$ cat config.mk
export PLATFORM = sky130hd
export DESIGN_NAME = gfc_top
export DESIGN_NICKNAME = d
export VERILOG_FILES = /design/src/gfc_pkg.sv /design/src/gfc_gate_timer.sv /design/src/gfc_top.sv
export SDC_FILE = /design/constraint.sdc
export NUM_CORES = 1
export LEC_CHECK = 0
export ABC_AREA = 1
export BUFFER_PORTS_ARGS = -buffer_cell sky130_fd_sc_hd__buf_2
export CAP_MARGIN = 20
export CORE_UTILIZATION = 50
export CTS_BUF_LIST = sky130_fd_sc_hd__clkbuf_2
export CTS_CLUSTER_DIAMETER = 40
export DETAILED_ROUTE_END_ITERATION = 8
export GPL_ROUTABILITY_DRIVEN = 0
export GPL_TIMING_DRIVEN = 0
export HOLD_SLACK_MARGIN = 0.06
export MAX_ROUTING_LAYER = met4
export PLACE_DENSITY_LB_ADDON = 0.3
export SLEW_MARGIN = 20
export SYNTH_ARGS = -nofsm -noshare
export SYNTH_HDL_FRONTEND = slang
export SYNTH_SLANG_ARGS = --single-unit
$ cat constraint.sdc
create_clock -name REF_CLK_I -period 2.2 [get_ports REF_CLK_I]
set_clock_uncertainty 0.2 [all_clocks]
set_input_delay 0 -clock REF_CLK_I [delete_from_list [all_inputs] [get_ports REF_CLK_I]]
set_output_delay 0 -clock REF_CLK_I [all_outputs]
set_load 0.01 [all_outputs]
$ cat src/gfc_pkg.sv
/*
 * Constants for the gated frequency counter: gate timing, result codes,
 * counter width and the control state encoding.
 * Assumes a single 100 MHz system clock.
 */
package gfc_pkg;
    localparam int          CLK_FREQ_HZ    = 100_000_000;
    localparam int          CLK_PERIOD_NS  = 10;
    localparam int          GATE_TIME_MS   = 100;
    // 100 ms at 10 ns: 10,000,000 cycles
    localparam int          GATE_CYCLES    = GATE_TIME_MS * 1_000_000 / CLK_PERIOD_NS;
    localparam int          GATE_CNT_W     = 24;
    localparam int          MAX_EDGE_HZ    = 2_500_000;
    localparam int          CNT_W          = 16;
    localparam logic [15:0] RESULT_PENDING = 16'h0000;
    localparam logic [15:0] RESULT_ERROR   = 16'hFFFF;
    localparam logic [15:0] CNT_RESET      = 16'h0000;

    typedef enum logic [3:0] {
        GFC_IDLE  = 4'b0001,
        GFC_ARMED = 4'b0010,
        GFC_GATE  = 4'b0100,
        GFC_DONE  = 4'b1000
    } gfc_state_t;
endpackage : gfc_pkg

$ cat src/gfc_gate_timer.sv
/*
 * Reference gate timer: counts a fixed number of clocks after a start pulse
 * and emits a one-cycle expiry pulse.
 * Assumes start is only pulsed while the timer is idle.
 */
`timescale 1ns/1ps
`default_nettype none
module gfc_gate_timer #(
    parameter int GATE_CYCLES = gfc_pkg::GATE_CYCLES
) (
    // Clock and reset
    input  wire logic clk_i,
    input  wire logic rst_i,
    // Control
    input  wire logic start_i,
    input  wire logic abort_i,
    output logic      expire_o
);
    import gfc_pkg::*;

    typedef struct packed {
        logic                  run;
        logic [GATE_CNT_W-1:0] cnt;
        logic                  expire;
    } gfc_tmr_t;

    gfc_tmr_t s_reg;
    gfc_tmr_t s_next;

    always_comb begin
        s_next        = s_reg;
        s_next.expire = 1'b0;
        if (abort_i) begin
            s_next.run = 1'b0;
        end else if (start_i) begin
            s_next.run = 1'b1;
            s_next.cnt = GATE_CNT_W'(GATE_CYCLES - 1);
        end else if (s_reg.run) begin
            if (s_reg.cnt == '0) begin
                s_next.run    = 1'b0;
                s_next.expire = 1'b1;
            end else begin
                s_next.cnt = s_reg.cnt - 1'b1;
            end
        end
    end

    always_ff @(posedge clk_i) begin
        if (rst_i) begin
            s_reg <= '0;
        end else begin
            s_reg <= s_next;
        end
    end

    assign expire_o = s_reg.expire;
endmodule : gfc_gate_timer
`default_nettype wire

$ cat src/gfc_top.sv
/*
 * Gated frequency counter: counts rising edges of an external input during
 * a 100 ms gate and presents pending, count or error code as the result.
 * Assumes START/CLEAR are one-cycle pulses synchronous to REF_CLK_I.
 */
//Contract
//- A start arms the block and counting begins on the first level change of the counting input.
//- While a started measurement is incomplete the result reads zero.
//- A good measurement presents its count, always below the all-ones code.
//- An error such as counter overflow presents the all-ones code.
//- The user clears after reading, and the clear discards the held result.
//- The count accumulates for the 100 ms gate plus one clock (GATE_CYCLES + 1 clocks), giving one tenth of the frequency.
//- Input edges up to half the clock rate are counted; the ceiling scales with the clock.
//- Gate expiry stops the edge counter at once and freezes the result.
//- The edge counter is 16 bits wide.
`timescale 1ns/1ps
`default_nettype none
module gfc_top #(
    parameter int GATE_CYCLES = gfc_pkg::GATE_CYCLES
) (
    // Clock and reset
    input  wire logic              REF_CLK_I,
    input  wire logic              RST_I,
    // Measured signal
    input  wire logic              EXT_COUNT_INPUT_I,
    // Requests
    input  wire logic              START_I,
    input  wire logic              CLEAR_I,
    // Result
    output logic [gfc_pkg::CNT_W-1:0] RESULT_O,
    output logic                   BUSY_O,
    output logic                   DONE_O
);
    import gfc_pkg::*;

    typedef struct packed {
        logic             sync1;
        logic             sync2;
        logic             prev;
        gfc_state_t       state;
        logic [CNT_W-1:0] cnt;
        logic             ovf;
        logic [CNT_W-1:0] result;
        logic             busy;
        logic             done;
    } gfc_top_t;

    gfc_top_t s_reg;
    gfc_top_t s_next;
    logic     gate_start;
    logic     gate_expire;
    logic     rise;
    logic     change;

    // Clear aborts a running gate so a stale expiry cannot land later
    gfc_gate_timer #(
        .GATE_CYCLES (GATE_CYCLES)
    ) u_gate (
        .clk_i    (REF_CLK_I),
        .rst_i    (RST_I),
        .start_i  (gate_start),
        .abort_i  (CLEAR_I),
        .expire_o (gate_expire)
    );

    // Only the second stage and its delayed copy are inspected, never the first
    assign rise   = s_reg.sync2 & ~s_reg.prev;
    assign change = s_reg.sync2 ^ s_reg.prev;
    assign gate_start = (s_reg.state == GFC_ARMED) && change && !CLEAR_I;

    always_comb begin
        s_next       = s_reg;
        s_next.sync1 = EXT_COUNT_INPUT_I;
        s_next.sync2 = s_reg.sync1;
        s_next.prev  = s_reg.sync2;
        case (s_reg.state)
            GFC_IDLE: begin
                if (START_I && !CLEAR_I) begin
                    s_next.state  = GFC_ARMED;
                    s_next.cnt    = CNT_RESET;
                    s_next.ovf    = 1'b0;
                    s_next.result = RESULT_PENDING;
                    s_next.busy   = 1'b1;
                    s_next.done   = 1'b0;
                end
            end
            GFC_ARMED: begin
                if (gate_start) begin
                    s_next.state = GFC_GATE;
                end
            end
            GFC_GATE: begin
                // Edge counting at full clock rate: one edge per 2 clocks max
                if (rise) begin
                    if (s_reg.cnt == RESULT_ERROR - 16'h0001) begin
                        s_next.ovf = 1'b1;
                    end else begin
                        s_next.cnt = s_reg.cnt + 16'h0001;
                    end
                end
                if (gate_expire) begin
                    s_next.state  = GFC_DONE;
                    s_next.busy   = 1'b0;
                    s_next.done   = 1'b1;
                    s_next.result = (s_reg.ovf || (rise && s_reg.cnt == RESULT_ERROR - 16'h0001))
                                    ? RESULT_ERROR : (rise ? s_reg.cnt + 16'h0001 : s_reg.cnt);
                end
            end
            GFC_DONE: begin
            end
            default: begin
                s_next.state = GFC_IDLE;
            end
        endcase
        if (CLEAR_I) begin
            s_next.state  = GFC_IDLE;
            s_next.result = RESULT_PENDING;
            s_next.busy   = 1'b0;
            s_next.done   = 1'b0;
            s_next.cnt    = CNT_RESET;
            s_next.ovf    = 1'b0;
        end
    end

    always_ff @(posedge REF_CLK_I) begin
        if (RST_I) begin
            s_reg       <= '0;
            s_reg.state <= GFC_IDLE;
        end else begin
            s_reg <= s_next;
        end
    end

    assign RESULT_O = s_reg.result;
    assign BUSY_O   = s_reg.busy;
    assign DONE_O   = s_reg.done;
endmodule : gfc_top
`default_nettype wire

==> run_results.csv <==
group,metric,value,unit
outcome,outcome,"finished clean",
sta,period_minus_slack,2.04,ns
floorplanning,io_pins,23,
finish,final_cells,758,
placed_design,dp.cells,734,
synth,yosys.area.top_type,"dfxtp_1",
global_route,grt_use_met2,41.8,%
hold_path,hold_class,"input port to flip-flop",
clock_tree,cts_tree,"built",
hold_path,whs_endpoint,"s_reg[35]",
route,via_count,3894,
clock_tree,clockBufferDepth,2,
sta,maxSlewHeadroom,63.2,%
sta,setup_tns,0,ns
job,cap_violations,0,
finish,largest_reg_flops,25,
clock_tree,clkSinkCount,68,
synth,yosysWarnings,0,
critical_path,rr_worst_depth,12,
critical_path,cpMostUsedCell,"nand2_1",
global_route,grt_pass1_vias,3712,
global_route,antenna_found_initial,0,
global_route,use_met3,4.56,%
synth,synthCells,610,
floorplanning,die_h,91.7,µm
global_route,gr-total-overflow,0,
finish,num_antenna_cells,0,
critical_path,r2r-start,"s_reg[19]",
global_route,met1_usage,27.9,%
synth,syn_area,4030,µm²
floorplanning,coreArea,7770,µm²
critical_path,r2r_slack,0.16,ns
synth,synth_area_leaders,"dfxtp_1 34%, nand2_1 16%, nor2_1 7.0%, a21oi_1 6.7%, inv_1 4.8%",
critical_path,cp.buffers_inverters,3,
synth,synthFlopType,"dfxtp_1",
global_route,grt-busiest-layer,"met2",
critical_path,slowest_stage,"dfxtp_1",
route,wl_per_cell,12.6,µm
finish,layout_common_cells,"170 x nand2_1, 75 x nor2_1, 68 x dfxtp_1",
synth,syn_avg_cell_area,6.60,µm²
floorplanning,die_w,91.7,µm
sta,fmax,491,MHz
route,drtAntennaViolNets,0,
finish,final_util,58.0,%
clock_tree,htreeDepth,3,
critical_path,crit_chain,"inv_1 -> ha_1 -> nand2_1 -> nor2_1 -> nand2_1 -> nor2_4 -> o21bai_4 -> nand2_4 -> inv_2 -> buf_6 -> nand2_1 -> a21oi_2",
synth,yosysSeqAreaShare,33.8,%
placed_design,dp.final_hpwl,6940,µm
power,p_leak,1.92,nW
sta,setup_viol,0,
clock_tree,numCtsBuffers,9,
finish,layout_commonest_cell,"nand2_1",
synth,synth_edf_count,0,
global_route,grt_max_degree,13,
critical_path,end_kind,"flip-flop",
floorplanning,rows,32,
sta,hold_viol_final,0,
finish,layout.nets,661,
critical_path,cp.required,2.44,ns
global_route,grt_pass1_wl,16400,µm
synth,async_reset_ff_share,0,%
sta,maxSlewViolCount,0,
power,p_per_area,524,nW/µm²
hold_path,hold_depth,4,
clock_tree,clk_latency,0.53,ns
critical_path,reg2reg_to,"s_reg[25]",
finish,synthToLayoutAreaGrowth,11.9,%
critical_path,arrival,2.28,ns
synth,ys_ff_latch,68,
sta,worst_pin_slew,0.553,ns
global_route,track_usage,24.8,%
route,first_pass_iters,6,
clock_tree,cts_setup_buffers,0,
route,vias_per_cell,5.14,
route,wl,9540,µm
placed_design,place.port_buffers,22,
critical_path,cpLargestDelayFamily,"flip-flops",
sta,post-route-period-util,92.6,%
clock_tree,clock-root-buffer,"clkbuf_2",
hold_path,worstHoldStart,"RST_I",
route,drtIter0Drc,184,
critical_path,path_class,"flip-flop to flip-flop",
sta,grt_setup_unrepaired,"false",
clock_tree,clkTransAtPathRegs,0.21,ns
route,drc_errors,0,
floorplanning,die-area,8420,µm²
floorplanning,initial_core_util,51.8,%
critical_path,max_stage_delay,0.48,ns
critical_path,crit_fanout,10,
synth,synth_nets,620,
synth,synthDistinctLibCells,37,
critical_path,critPathLaunchType,"flip-flop",
synth,synth_top_area_share,33.8,%
finish,final_layout_size_suffix_gt1_share,17.5,%
power,ir_drop,0.298,mV
[how the worst max path moves through the flow]
stage | to | slack [ns] | cells past startpoint | from
finish | s_reg[25] | 0.16 | 12 | s_reg[19]
global route | s_reg[23] | 0.003 | 12 | s_reg[39]
CTS | RESULT_O[3] | 0.14 | 8 | s_reg[39]
detailed placement | RESULT_O[3] | 0.21 | 8 | s_reg[39]
global placement | RESULT_O[5] | 0.22 | 8 | s_reg[39]
floorplan | s_reg[29] | 0.46 | 12 | s_reg[19]
[metal layers]
layer | vias to the layer above | wire (µm)
met5 | - | 0
li1 | 2024 | -
met1 | 1728 | 4200
met3 | 28 | 474
met2 | 114 | 4610
met4 | 0 | 254
[worst min-delay path: cells and delay by family]
kind / cells / cell delay [ns]
buffers and inverters: 2 / 0.68
AO/OA/AOI/OAI: 1 / 0.08
AND/OR/NAND/NOR: 1 / 0.06
[report_power, final]
| part | total, W | internal (W) | leakage (nW) | switching, W |
|---|---|---|---|---|
| Clock | 0.000956 | 0.000487 | 0.0912 | 0.000469 |
| Combinational | 0.000162 | 0.0000553 | 1.28 | 0.000107 |
| Sequential | 0.00124 | 0.00124 | 0.548 | 0.00000365 |
| Total | 0.00236 | 0.00178 | 1.92 | 0.000580 |
[cells in the mapped netlist (7+ instances only)]
cell type	n
a21oi_1	54
inv_1	51
inv_2	7
nand4_1	10
o21ai_1	7
clkbuf_1	7
dfxtp_1	68
nor2_1	75
o21ai_0	25
a21oi_2	13
nand2_1	170
nor2_2	12
nand3_1	37
buf_4	19
[stage by stage]
stage	worst slack, ns	instance area (µm²)	hold WS (ns)	power, W
after floorplan	0.464	4030	-0.131	0.00138
after global placement	0.217	4260	0.00220	0.00142
after detailed placement	0.208	4260	0.0176	0.00142
after CTS	0.138	4500	0.0755	0.00237
after global routing	0.00278	4510	0.0923	0.00244
final	0.164	4510	0.111	0.00236
[cell families (layout without fill, tap and decap cells)]
group                      count (synthesis)  count (layout)  share of synthesized area [%]
adders and majority gates                  5               5                           1.55
buffers and inverters                     93             139                           11.4
and+or+nand+nor                          332             332                           36.8
xor gates and xnor gates                   5               5                           1.09
DFF                                       68              68                           33.8
AOI/OAI and AO/OA                        107             107                           15.3
[final cells by class]
cell class	count	area (µm²)
Buffer	35	243
Clock buffer	9	45.0
Clock inverter	7	115
Fill cell	751	3260
Inverter	58	218
Multi-Input combinational cell	449	2210
Sequential cell	68	1360
Tap cell	102	128
Timing Repair Buffer	30	190
[repair_timing]
action | 4_1_cts | 5_1_grt
setup endpoints to repair | 0 | 3
hold buffers | 8 | 0
endpoints found under the hold margin | 63 | 0
resized for setup | 0 | 2
Note: power is estimated with default switching activity, not from simulation.
